<file path="src/verilog/acsr_pkg.sv">
package acsr_pkg;
	// ******************************
	// register offsets
	// ******************************
	localparam logic [3:0] ADDR_STATUS = 4'h0;
	localparam logic [3:0] ADDR_PWR = 4'h1;
	localparam logic [3:0] ADDR_PROTO = 4'h2;
	localparam logic [3:0] ADDR_LANES = 4'h3;
	localparam logic [3:0] ADDR_STROBE = 4'h4;
	localparam logic [3:0] ADDR_FORMAT = 4'h5;
	localparam logic [3:0] ADDR_AVG = 4'h6;
	localparam logic [3:0] ADDR_OFFSET = 4'h7;
	localparam int NUM_REGS = 8;
	localparam logic [7:0] REG_RESET = 8'h00;
	// ******************************
	// field positions and masks
	// ******************************
	localparam int BIT_WIDE_READ_ZONE = 2;
	localparam int BIT_EARLY_FRAME_AVG = 1;
	localparam int BIT_HALF_REF_OFF = 5;
	localparam int BIT_SECOND_CH_OFF = 3;
	localparam int BIT_FIRST_CH_OFF = 1;
	localparam int BIT_VREF_OFF = 0;
	localparam logic [7:0] STATUS_MASK = 8'h06;
	localparam logic [7:0] PWR_MASK = 8'h2b;
	// ******************************
	// opcodes
	// ******************************
	localparam logic [3:0] OP_IDLE_ZERO = 4'h0;
	localparam logic [3:0] OP_WRITE = 4'h1;
	localparam logic [3:0] OP_READ = 4'h2;
	localparam logic [3:0] OP_SET = 4'h5;
	localparam logic [3:0] OP_CLEAR = 4'h6;
	localparam logic [3:0] OP_IDLE_ONE = 4'hf;
	localparam int FRAME_BITS = 16;
endpackage : acsr_pkg

</file>
<file path="src/verilog/acsr_sync.sv">
`timescale 1ns/1ps
module acsr_sync #(
	parameter int WIDTH = 3
) (
	input wire logic core_clk,
	input wire logic sys_rst,
	input wire logic [WIDTH-1:0] async_in,
	output logic [WIDTH-1:0] sync_out
);
	logic [WIDTH-1:0] s1_r;
	logic [WIDTH-1:0] s2_r;
	logic [WIDTH-1:0] s3_r;
	always_ff @(posedge core_clk) begin
		if (sys_rst) begin
			s1_r <= '0;
			s2_r <= '0;
			s3_r <= '0;
		end else begin
			s1_r <= async_in;
			s2_r <= s1_r;
			s3_r <= s2_r;
		end
	end
	// change counts once stages two and three agree
	genvar gi;
	generate
		for (gi = 0; gi < WIDTH; gi++) begin : g_bit
			logic held_r;
			always_ff @(posedge core_clk) begin
				if (sys_rst) begin
					held_r <= 1'b0;
				end else if (s2_r[gi] == s3_r[gi]) begin
					held_r <= s3_r[gi];
				end
			end
			assign sync_out[gi] = held_r;
		end
	endgenerate
endmodule : acsr_sync

</file>
<file path="src/verilog/acsr_regs.sv">
`timescale 1ns/1ps
// Overview of operation
// host leaves unlisted offsets untouched
// eight byte registers 0h-7h, reset zero
// status bits 7-3 read zero
// zone-2 wide read sets sticky bit 2
// early chip select during averaging sets bit 1
// writing one clears a sticky flag
// single reserved bits read zero
// power bits 7-6 read zero
// bit 5 powers off half reference
// bit 3 powers off second channel, buffer
// bit 1 powers off first channel, buffer
// bit 0 powers off internal reference
// 16-bit frame: opcode, address, data
// write opcode stores, read returns next frame
// set/clear opcodes by mask; others ignored
// set event wins over clearing write
module acsr_regs (
	input wire logic core_clk,
	input wire logic sys_rst,
	input wire logic cs_n,
	input wire logic sclk,
	input wire logic sdi,
	input wire logic conversion_start_pin,
	input wire logic wide_read_zone_event,
	input wire logic averaging_busy,
	output logic sdo,
	output logic half_ref_out_off,
	output logic second_channel_off,
	output logic first_channel_off,
	output logic internal_vref_off,
	output logic [7:0] readout_protocol_cfg,
	output logic [7:0] output_lane_count,
	output logic [7:0] strobe_clock_cfg,
	output logic [7:0] result_word_format,
	output logic [7:0] averaging_cfg,
	output logic [7:0] midscale_offset_select
);
	// ******************************
	// pin synchronisers
	// ******************************
	logic [3:0] pins_sync;
	logic cs_n_s;
	logic sclk_s;
	logic sdi_s;
	logic conv_s;
	// select enters inverted: reset value matches idle level, no false edge
	acsr_sync #(.WIDTH(4)) u_sync (
		.core_clk(core_clk),
		.sys_rst(sys_rst),
		.async_in({~cs_n, sclk, sdi, conversion_start_pin}),
		.sync_out(pins_sync)
	);
	assign cs_n_s = ~pins_sync[3];
	assign sclk_s = pins_sync[2];
	assign sdi_s = pins_sync[1];
	assign conv_s = pins_sync[0];
	logic cs_n_d_r;
	logic sclk_d_r;
	logic cs_fall;
	logic cs_rise;
	logic sclk_rise;
	logic sclk_fall;
	always_ff @(posedge core_clk) begin
		if (sys_rst) begin
			cs_n_d_r <= 1'b1;
			sclk_d_r <= 1'b0;
		end else begin
			cs_n_d_r <= cs_n_s;
			sclk_d_r <= sclk_s;
		end
	end
	assign cs_fall = cs_n_d_r & ~cs_n_s;
	assign cs_rise = ~cs_n_d_r & cs_n_s;
	assign sclk_rise = ~sclk_d_r & sclk_s & ~cs_n_s;
	assign sclk_fall = sclk_d_r & ~sclk_s & ~cs_n_s;
	// ******************************
	// frame shifter, mode 0: sample rising, shift falling
	// ******************************
	logic [15:0] shift_r;
	logic [4:0] bit_cnt_r;
	logic [7:0] read_buf_r;
	logic [7:0] tx_r;
	logic frame_done;
	logic [3:0] f_op;
	logic [3:0] f_addr;
	logic [7:0] f_data;
	always_ff @(posedge core_clk) begin
		if (sys_rst || cs_fall) begin
			bit_cnt_r <= '0;
			shift_r <= '0;
		end else if (sclk_rise && bit_cnt_r <= 5'(acsr_pkg::FRAME_BITS)) begin
			// a seventeenth clock spoils the count, frame refused
			shift_r <= {shift_r[14:0], sdi_s};
			bit_cnt_r <= bit_cnt_r + 5'd1;
		end
	end
	// frame counts only with full 16 bits and conversion start high at select rise
	assign frame_done = cs_rise && bit_cnt_r == 5'(acsr_pkg::FRAME_BITS)
		&& conv_s;
	assign f_op = shift_r[15:12];
	assign f_addr = shift_r[11:8];
	assign f_data = shift_r[7:0];
	// ******************************
	// register array
	// ******************************
	logic [7:0] regs_r [acsr_pkg::NUM_REGS];
	logic [7:0] reg_mask [acsr_pkg::NUM_REGS];
	logic in_map;
	assign in_map = f_addr < 4'(acsr_pkg::NUM_REGS);
	genvar gi;
	generate
		for (gi = 0; gi < acsr_pkg::NUM_REGS; gi++) begin : g_reg
			if (gi == 0) begin : g_status
				assign reg_mask[gi] = acsr_pkg::STATUS_MASK;
			end else if (gi == 1) begin : g_pwr
				assign reg_mask[gi] = acsr_pkg::PWR_MASK;
			end else begin : g_plain
				assign reg_mask[gi] = 8'hff;
			end
		end
	endgenerate
	logic hit;
	logic [7:0] cur;
	always_comb begin
		hit = frame_done && in_map;
		cur = regs_r[f_addr[2:0]];
	end
	// status: sticky flags
	logic [7:0] evt;
	logic [7:0] clr;
	always_comb begin
		evt = '0;
		evt[acsr_pkg::BIT_WIDE_READ_ZONE] = wide_read_zone_event;
		evt[acsr_pkg::BIT_EARLY_FRAME_AVG] = cs_fall & averaging_busy;
		clr = '0;
		if (hit && f_addr == acsr_pkg::ADDR_STATUS) begin
			if (f_op == acsr_pkg::OP_WRITE || f_op == acsr_pkg::OP_CLEAR) begin
				clr = f_data;
			end
		end
	end
	always_ff @(posedge core_clk) begin
		if (sys_rst) begin
			regs_r[0] <= acsr_pkg::REG_RESET;
		end else begin
			// set wins over clear
			regs_r[0] <= ((regs_r[0] & ~clr) | evt) & acsr_pkg::STATUS_MASK;
		end
	end
	generate
		for (gi = 1; gi < acsr_pkg::NUM_REGS; gi++) begin : g_cfg
			always_ff @(posedge core_clk) begin
				if (sys_rst) begin
					regs_r[gi] <= acsr_pkg::REG_RESET;
				end else if (hit && f_addr[2:0] == 3'(gi)) begin
					unique case (f_op)
						acsr_pkg::OP_WRITE: regs_r[gi] <= f_data & reg_mask[gi];
						acsr_pkg::OP_SET: regs_r[gi] <= (cur | f_data) & reg_mask[gi];
						acsr_pkg::OP_CLEAR: regs_r[gi] <= cur & ~f_data;
						default: regs_r[gi] <= regs_r[gi];
					endcase
				end
			end
		end
	endgenerate
	// ******************************
	// readback: latched at read frame end, shifted out next frame
	// ******************************
	always_ff @(posedge core_clk) begin
		if (sys_rst) begin
			read_buf_r <= '0;
		end else if (frame_done) begin
			read_buf_r <= (f_op == acsr_pkg::OP_READ && in_map) ? cur : 8'h00;
		end
	end
	always_ff @(posedge core_clk) begin
		if (sys_rst) begin
			tx_r <= '0;
			sdo <= 1'b0;
		end else if (cs_fall) begin
			tx_r <= {read_buf_r[6:0], 1'b0};
			sdo <= read_buf_r[7];
		end else if (sclk_fall) begin
			tx_r <= {tx_r[6:0], 1'b0};
			sdo <= tx_r[7];
		end
	end
	// ******************************
	// outputs from flip-flops
	// ******************************
	always_ff @(posedge core_clk) begin
		if (sys_rst) begin
			half_ref_out_off <= 1'b0;
			second_channel_off <= 1'b0;
			first_channel_off <= 1'b0;
			internal_vref_off <= 1'b0;
			readout_protocol_cfg <= '0;
			output_lane_count <= '0;
			strobe_clock_cfg <= '0;
			result_word_format <= '0;
			averaging_cfg <= '0;
			midscale_offset_select <= '0;
		end else begin
			half_ref_out_off <= regs_r[1][acsr_pkg::BIT_HALF_REF_OFF];
			second_channel_off <= regs_r[1][acsr_pkg::BIT_SECOND_CH_OFF];
			first_channel_off <= regs_r[1][acsr_pkg::BIT_FIRST_CH_OFF];
			internal_vref_off <= regs_r[1][acsr_pkg::BIT_VREF_OFF];
			readout_protocol_cfg <= regs_r[2];
			output_lane_count <= regs_r[3];
			strobe_clock_cfg <= regs_r[4];
			result_word_format <= regs_r[5];
			averaging_cfg <= regs_r[6];
			midscale_offset_select <= regs_r[7];
		end
	end
endmodule : acsr_regs

</file>
<file path="config.mk">
export PLATFORM = sky130hd
export DESIGN_NAME = acsr_regs
export DESIGN_NICKNAME = d
export VERILOG_FILES = /design/src/verilog/acsr_pkg.sv /design/src/verilog/acsr_sync.sv /design/src/verilog/acsr_regs.sv
export SDC_FILE = /design/constraint.sdc
export NUM_CORES = 1
export LEC_CHECK = 0
export BUFFER_PORTS_ARGS = -buffer_cell sky130_fd_sc_hd__buf_2
export CAP_MARGIN = 20
export CORE_AREA = 10 10 141 143
export DETAILED_ROUTE_END_ITERATION = 16
export DIE_AREA = 0 0 151 153
export PLACE_DENSITY = 0.58
export SYNTH_ARGS = -nofsm -noshare
export SYNTH_HDL_FRONTEND = slang
export SYNTH_SLANG_ARGS = --single-unit
</file>
<file path="constraint.sdc">
create_clock -name core_clk -period 3.35 [get_ports core_clk]
set_input_delay 0.67 -clock core_clk [delete_from_list [all_inputs] [get_ports core_clk]]
set_output_delay 0.67 -clock core_clk [all_outputs]
set_load 0.1 [all_outputs]
</file>
==> run_results.csv, run 1 <==
group,metric,value,unit
worst_hold_path,hold_path_depth,2,
pwr,power,4371,uW
worst_hold_path,hold_end,"u_sync.s1_r[3]",
clock_tree,htreeDepth,4,
timing,max_freq,349.7,MHz
critical_path,cp-start-kind,"flop",
floorplan,ios,61,
detailed_routing,wl_met1,6420,um
pwr,p_sw,1143,uW
floorplan,fp-row-count,48,
detailed_routing,top_layer,"met4",
timing,setup_ws,0.4903,ns
timing,setup_viol,0,
critical_path,critPathKind,"flop to flop",
critical_path,cp_data_arrival_time,2.92,ns
clock_tree,clk_path_buf_depth,2,
clock_tree,cts_buffers,17,
cells_and_area,fill_cells,1612,
clock_tree,post_cts_buffers,0,
detailed_routing,routed_wl,15200,um
yosys,yosysTopAreaCellShare,0.3506,
status,status,"complete, no violations",
place,gp_congestion,0.9199,
critical_path,critPathMaxStageDelay,0.66,ns
clock_tree,cts_resized,0,
pwr,pwr-share-clk,0.424,
worst_hold_path,hold_path.startpoint,"cs_n",
global_route,grt_overflow,0,
job,max_cap_viol_count,0,
detailed_routing,met3WireLength,1203,um
detailed_routing,wl_per_cell,17.53,um
cells_and_area,final_nets,639,
floorplan,fp.dieH,153,um
floorplan,core,17060,um2
global_route,grt_max_degree,46,
yosys,synth.area.top_cells,"dfxtp_1 (35%), edfxtp_1 (26%), nor2b_1 (6.8%), nand2_1 (3.8%), nor2_1 (3.6%)",
yosys,ys.flop_type,"dfxtp_1",
pwr,leakage,0.002522,uW
yosys,yosysWarnings,0,
detailed_routing,first_iter_violations,287,
global_route,grt_pass1_wl,23720,um
cells_and_area,diodes,0,
critical_path,reg2reg_from,"bit_cnt_r[0]",
detailed_routing,routed-wl-met2,6973,um
yosys,synth-edff-count,56,
pwr,intPower,3227,uW
pwr,p_sw_frac,0.2616,
pwr,power_density,587.3,nW/um2
critical_path,worst_r2r_path_depth,6,
floorplan,dieArea,23100,um2
critical_path,crit_path_end_kind,"flop",
yosys,syn_area_per_cell,11.06,um2
timing,max_slew.worst_pin.slew,0.8069,ns
detailed_routing,drc,0,
clock_tree,hold_buffers,0,
timing,rsz0062_at_grt,"false",
clock_tree,cts_num_sinks,168,
yosys,synthTopCellsByCount,"dfxtp_1 (112), nor2b_1 (69), nand2_1 (65)",
timing,fin_skew,0.009841,ns
global_route,grt.total_usage,0.1329,
critical_path,required,3.41,ns
yosys,synth.ff_latch_count,168,
critical_path,path_depth,6,
critical_path,path_buf_inv,1,
timing,slew_viol_final,0,
floorplan,initial_core_util,0.3749,
pwr,peakVddDrop,0.3740,mV
yosys,synth_top_area_cell,"dfxtp_1",
global_route,antenna_found_initial,0,
clock_tree,cts_tree,"yes",
timing,fin_setup_tns,0,ns
detailed_routing,dr.pass1.iters,5,
timing,fin_crit,2.860,ns
detailed_routing,viasPerCell,5.083,
timing,maxSlewHeadroom,0.4621,
detailed_routing,vias,4407,
clock_tree,clk_latency,0.43,ns
place,dp_hpwl,10940,um
global_route,grt_pass1_vias,4314,
worst_hold_path,holdCritPathClass,"input port to flop",
critical_path,critPathMaxFanout,9,
critical_path,rrSetupSlack,0.49,ns
floorplan,die_x,151,um
place,io_buffers,60,
clock_tree,path_clk_slew,0.07,ns
timing,final.period_utilization,0.8536,
pwr,combPwrFrac,0.075,
critical_path,cp_cell_sequence,"inv_1 > ha_1 > or3b_1 > nor4b_4 > nand3_1 > o21bai_1",
critical_path,path_delay_family,"simple AND/OR/NAND/NOR gates",
yosys,yosysMostFrequentCell,"dfxtp_1",
yosys,yosysSeqAreaShare,0.6136,
critical_path,critPathSlowestCell,"o21bai_1",
yosys,syn_nets,588,
yosys,yosysUniqueCellTypes,48,
cells_and_area,syn_to_final_growth,16.38,%
critical_path,worstReg2RegEnd,"regs_r[7][0]",
cells_and_area,drive_gt1_frac,0.1776,
detailed_routing,ant_nets,0,
timing,hold_viol_final,0,
yosys,syn_area,6395,um2
yosys,synth_async_sr_flop_share,0,
place,dp_slack,0.5053,ns
yosys,postSynthCellCount,578,
pwr,seqPwrFrac,0.502,
clock_tree,root_buffer,"clkbuf_16",
==> flip-flops by register name, summed over array words and instances, names as in the netlist, 7 cells and up, named ones only <==
signal / cells
averaging_cfg: 8
midscale_offset_select: 8
output_lane_count: 8
read_buf_r: 8
readout_protocol_cfg: 8
regs_r: 58
result_word_format: 8
shift_r: 16
strobe_clock_cfg: 8
tx_r: 7
==> power by group through the flow <==
| stage | sequential (uW) | combinational [uW] | clock, uW |
|---|---|---|---|
| floorplan | 2440 | 65.8 | 0 |
| detailed placement | 2240 | 330 | 0 |
| CTS | 2190 | 331 | 1880 |
| global route | 2200 | 341 | 1960 |
| finish | 2190 | 326 | 1850 |
| global placement | 2240 | 329 | 0 |
==> area by class of cell <==
| class | count | area, um2 | share of cell area |
|---|---|---|---|
| Inverter | 8 | 30.03 | 0.004035 |
| Tap cell | 225 | 281.5 | 0.03783 |
| Sequential cell | 168 | 3924 | 0.5272 |
| Clock inverter | 14 | 112.6 | 0.01513 |
| Multi-Input combinational cell | 369 | 2306 | 0.3099 |
| Timing Repair Buffer | 65 | 337.8 | 0.04539 |
| Clock buffer | 18 | 450.4 | 0.06052 |
==> placed cells by master (no fill, tap or decap), drive strengths merged, types with 3 or more instances in the layout <==
| cell | count |
|---|---|
| o21ai | 4 |
| dfxtp | 112 |
| or2 | 4 |
| inv | 14 |
| mux2i | 22 |
| or3 | 7 |
| o21bai | 5 |
| nor3 | 8 |
| a21oi | 36 |
| a311oi | 8 |
| nand2b | 4 |
| nand3b | 4 |
| clkbuf | 18 |
| clkinv | 7 |
| nand2 | 65 |
| edfxtp | 56 |
| buf | 65 |
| o2bb2ai | 8 |
| nor2b | 69 |
| xnor2 | 4 |
| o31a | 3 |
| o22a | 3 |
| a21o | 3 |
| nand3 | 16 |
| mux4 | 8 |
| a2111o | 3 |
| nor2 | 62 |
==> routing by layer <==
layer  up-vias  track usage
met5         -            0
met4         0      0.07244
met3        42      0.04458
met2       151       0.2020
met1      2095       0.1615
li1       2119            -
==> through the flow <==
| step | instance area [um2] | instances | util | hold slack, ns |
|---|---|---|---|---|
| 3_5_place_dp | 6879 | 835 | 0.4033 | 0.4212 |
| 6_report | 7442 | 867 | 0.4363 | 0.3763 |
| 3_3_place_gp | 6879 | 835 | 0.4033 | 0.4203 |
| 5_1_grt | 7442 | 867 | 0.4363 | 0.3797 |
| 4_1_cts | 7442 | 867 | 0.4363 | 0.3625 |
| 2_1_floorplan | 6395 | 578 | - | 0.4138 |
==> cell families after synthesis <==
logic type / count (synthesis) / synth area share
adder cells (fa/ha/maj): 2 / 0.003913
multiplexers: 30 / 0.06261
AND/OR/NAND/NOR: 249 / 0.1972
buffers and inverters: 41 / 0.02583
flip-flops: 168 / 0.6136
AO/OA/AOI/OAI: 84 / 0.09137
XOR/XNOR: 4 / 0.005478
==> worst max-delay path by stage <==
stage	from	to	slack [ns]
2_1_floorplan	bit_cnt_r[0]	regs_r[5][0]	0.89
3_3_place_gp	bit_cnt_r[0]	regs_r[7][0]	0.63
3_5_place_dp	bit_cnt_r[0]	regs_r[7][0]	0.51
4_1_cts	bit_cnt_r[0]	regs_r[7][0]	0.51
5_1_grt	bit_cnt_r[0]	regs_r[7][0]	0.24
6_report	bit_cnt_r[0]	regs_r[7][0]	0.49
Note: power is estimated with default switching activity, not from simulation.
==> run 2, diff against run 1 <==
--- a/config.mk
+++ b/config.mk
@@ -5,12 +5,14 @@
 export SDC_FILE = /design/constraint.sdc
 export NUM_CORES = 1
 export LEC_CHECK = 0
-export BUFFER_PORTS_ARGS = -buffer_cell sky130_fd_sc_hd__buf_2
+export BUFFER_PORTS_ARGS = -buffer_cell sky130_fd_sc_hd__buf_4
 export CAP_MARGIN = 20
 export CORE_AREA = 10 10 141 143
+export CTS_BUF_LIST = sky130_fd_sc_hd__clkbuf_4 sky130_fd_sc_hd__clkbuf_8
 export DETAILED_ROUTE_END_ITERATION = 16
 export DIE_AREA = 0 0 151 153
 export PLACE_DENSITY = 0.58
+export SLEW_MARGIN = 40
 export SYNTH_ARGS = -nofsm -noshare
 export SYNTH_HDL_FRONTEND = slang
 export SYNTH_SLANG_ARGS = --single-unit
==> run 2 against run 1 <==
Net effect:
- non-clock buffer count unchanged
- sequential share of layout area is essentially flat
- cell count stayed put
- total power is 8.1% lower
- clock power is 20% lower
- via count down 2.7%
- utilization barely moved
- die area is the same
- design area is essentially flat
==> run_results.csv, run 2 (synthesis gave the netlist of run 1 again) <==
group,metric,value,unit
pwr,p_sw,1020,uW
critical_path,critPathMaxFanout,9,
critical_path,path_delay_family,"simple AND/OR/NAND/NOR gates",
global_route,antenna_found_initial,0,
critical_path,worstReg2RegEnd,"regs_r[3][3]",
job,max_cap_viol_count,0,
cells_and_area,reg.largest.list,"regs_r: 58 flops, shift_r: 16 flops",
detailed_routing,drc,0,
detailed_routing,viasPerCell,4.947,
floorplan,fp.dieH,153,um
cells_and_area,post-route-util,0.4360,
cells_and_area,diodes,0,
critical_path,rrSetupSlack,0.47,ns
cells_and_area,final_nets,639,
clock_tree,cts_buffers,17,
critical_path,reg2reg_from,"bit_cnt_r[0]",
clock_tree,htreeDepth,4,
critical_path,worst_r2r_path_depth,6,
clock_tree,cts_num_sinks,168,
detailed_routing,first_iter_violations,278,
worst_hold_path,hold_path.startpoint,"cs_n",
critical_path,critPathMaxStageDelay,0.73,ns
timing,maxSlewHeadroom,0.4620,
timing,slew_viol_final,0,
pwr,p_sw_frac,0.2539,
detailed_routing,dr.pass1.iters,5,
critical_path,required,3.44,ns
global_route,grt_pass1_wl,24060,um
pwr,peakVddDrop,0.2834,mV
timing,hold_viol_final,0,
critical_path,cp_data_arrival_time,2.97,ns
detailed_routing,vias,4289,
timing,fin_skew,0.01380,ns
cells_and_area,post_layout_nonfiller_instances,867,
place,placed_area,7029,um2
clock_tree,hold_buffers,0,
pwr,pwr-share-clk,0.368,
clock_tree,clk_path_buf_depth,2,
cells_and_area,syn_to_final_growth,16.30,%
critical_path,path_buf_inv,1,
place,placedCellCount,835,
cells_and_area,regMostFlops,"regs_r",
clock_tree,path_clk_slew,0.08,ns
floorplan,fp-row-count,48,
worst_hold_path,holdCritPathClass,"input port to flop",
timing,rsz0062_at_grt,"false",
cells_and_area,fill_cells,1622,
detailed_routing,wl_per_cell,17.69,um
detailed_routing,ant_nets,0,
place,io_buffers,60,
cells_and_area,final_cell_mix,"dfxtp_1 (112), nor2b_1 (69), nand2_1 (65), buf_4 (65), nor2_1 (62)",
global_route,grt_max_degree,56,
timing,max_slew.worst_pin.slew,0.8070,ns
global_route,grt_overflow,0,
place,gp_congestion,0.8764,
timing,setup_viol,0,
floorplan,initial_core_util,0.3749,
cells_and_area,final_common_cell,"dfxtp_1",
global_route,grt.total_usage,0.1343,
critical_path,cp_cell_sequence,"inv_1 > ha_1 > or3b_1 > nor2_1 > nand4_1 > o21bai_1",
critical_path,crit_path_end_kind,"flop",
critical_path,cp-start-kind,"flop",
clock_tree,clk_latency,0.45,ns
timing,max_freq,347.2,MHz
worst_hold_path,hold_end,"u_sync.s1_r[3]",
timing,fin_crit,2.880,ns
critical_path,critPathKind,"flop to flop",
cells_and_area,largest_register_ffs,58,
floorplan,core,17060,um2
pwr,seqPwrFrac,0.546,
pwr,intPower,2997,uW
cells_and_area,final_area,7437,um2
status,status,"complete, no violations",
detailed_routing,routed_wl,15330,um
floorplan,ios,61,
cells_and_area,drive_gt1_frac,0.1776,
clock_tree,post_cts_buffers,0,
clock_tree,cts_tree,"yes",
clock_tree,root_buffer,"clkbuf_8",
pwr,combPwrFrac,0.086,
pwr,leakage,0.002473,uW
worst_hold_path,hold_path_depth,2,
floorplan,die_x,151,um
clock_tree,cts_resized,0,
critical_path,critPathSlowestCell,"o21bai_1",
global_route,grt_pass1_vias,4262,
place,dp_hpwl,10890,um
timing,final.period_utilization,0.8597,
floorplan,dieArea,23100,um2
pwr,power_density,540.1,nW/um2
timing,fin_setup_tns,0,ns
==> run 2: cell count changes in the layout (fill, tap and decap cells not counted), sizes merged <==
cell,previous run,this run
clkinv,7,5
clkbuf,18,20
bufinv,0,3
inv,14,10
clkinvlp,1,2
==> run 2: worst reg2reg max path, delay by kind of cell (launching register included) <==
kind	cells	cell delay (ns)
compound gates	1	0.74
flops	1	0.34
fa+ha+maj	1	0.14
simple gates	3	1.22
buf+inv	1	0.09
==> run 2: worst max-delay path by stage <==
| stage | from | end | slack, ns | depth (start not counted) |
|---|---|---|---|---|
| 5_1_grt | bit_cnt_r[0] | regs_r[3][3] | 0.14 | 6 |
| 6_report | bit_cnt_r[0] | regs_r[3][3] | 0.47 | 6 |
| 4_1_cts | bit_cnt_r[0] | regs_r[3][3] | 0.48 | 6 |
| 2_1_floorplan | bit_cnt_r[0] | regs_r[5][0] | 0.89 | 7 |
| 3_3_place_gp | bit_cnt_r[0] | regs_r[5][2] | 0.60 | 6 |
| 3_5_place_dp | bit_cnt_r[0] | regs_r[7][7] | 0.51 | 6 |
==> run 2: final cells by class <==
type,count,area (um2),area share
tap,225,281.5,0.03785
clock buffer,20,256.5,0.03449
multi-input combinational,369,2306,0.3101
clock inverter,12,151.4,0.02036
timing repair buffer,65,488.0,0.06561
sequential,168,3924,0.5276
inverter,8,30.03,0.004038
==> run 2: power by group through the flow <==
stage / sequential, uW / combinational [uW] / clock [uW]
after floorplan: 2440 / 65.8 / 0
after CTS: 2190 / 349 / 1510
after global routing: 2200 / 359 / 1600
after global placement: 2240 / 346 / 0
after detailed placement: 2240 / 348 / 0
final: 2190 / 345 / 1480
==> run 2: through the flow <==
step	total power (uW)	hold WS (ns)	setup slack, ns
detailed placement	2589	0.4256	0.5123
global placement	2587	0.4195	0.6031
floorplan	2503	0.4138	0.8888
CTS	4054	0.3253	0.4812
global route	4163	0.3326	0.1389
finish	4016	0.3540	0.4699
==> run 2: metal layers <==
| metal | GRT usage | vias to the layer above | part of all wire |
|---|---|---|---|
| li1 | - | 2107 | - |
| met1 | 0.1669 | 2029 | 0.43 |
| met2 | 0.2127 | 127 | 0.48 |
| met3 | 0.04015 | 26 | 0.062 |
| met4 | 0.05319 | 0 | 0.022 |
| met5 | 0 | - | 0 |
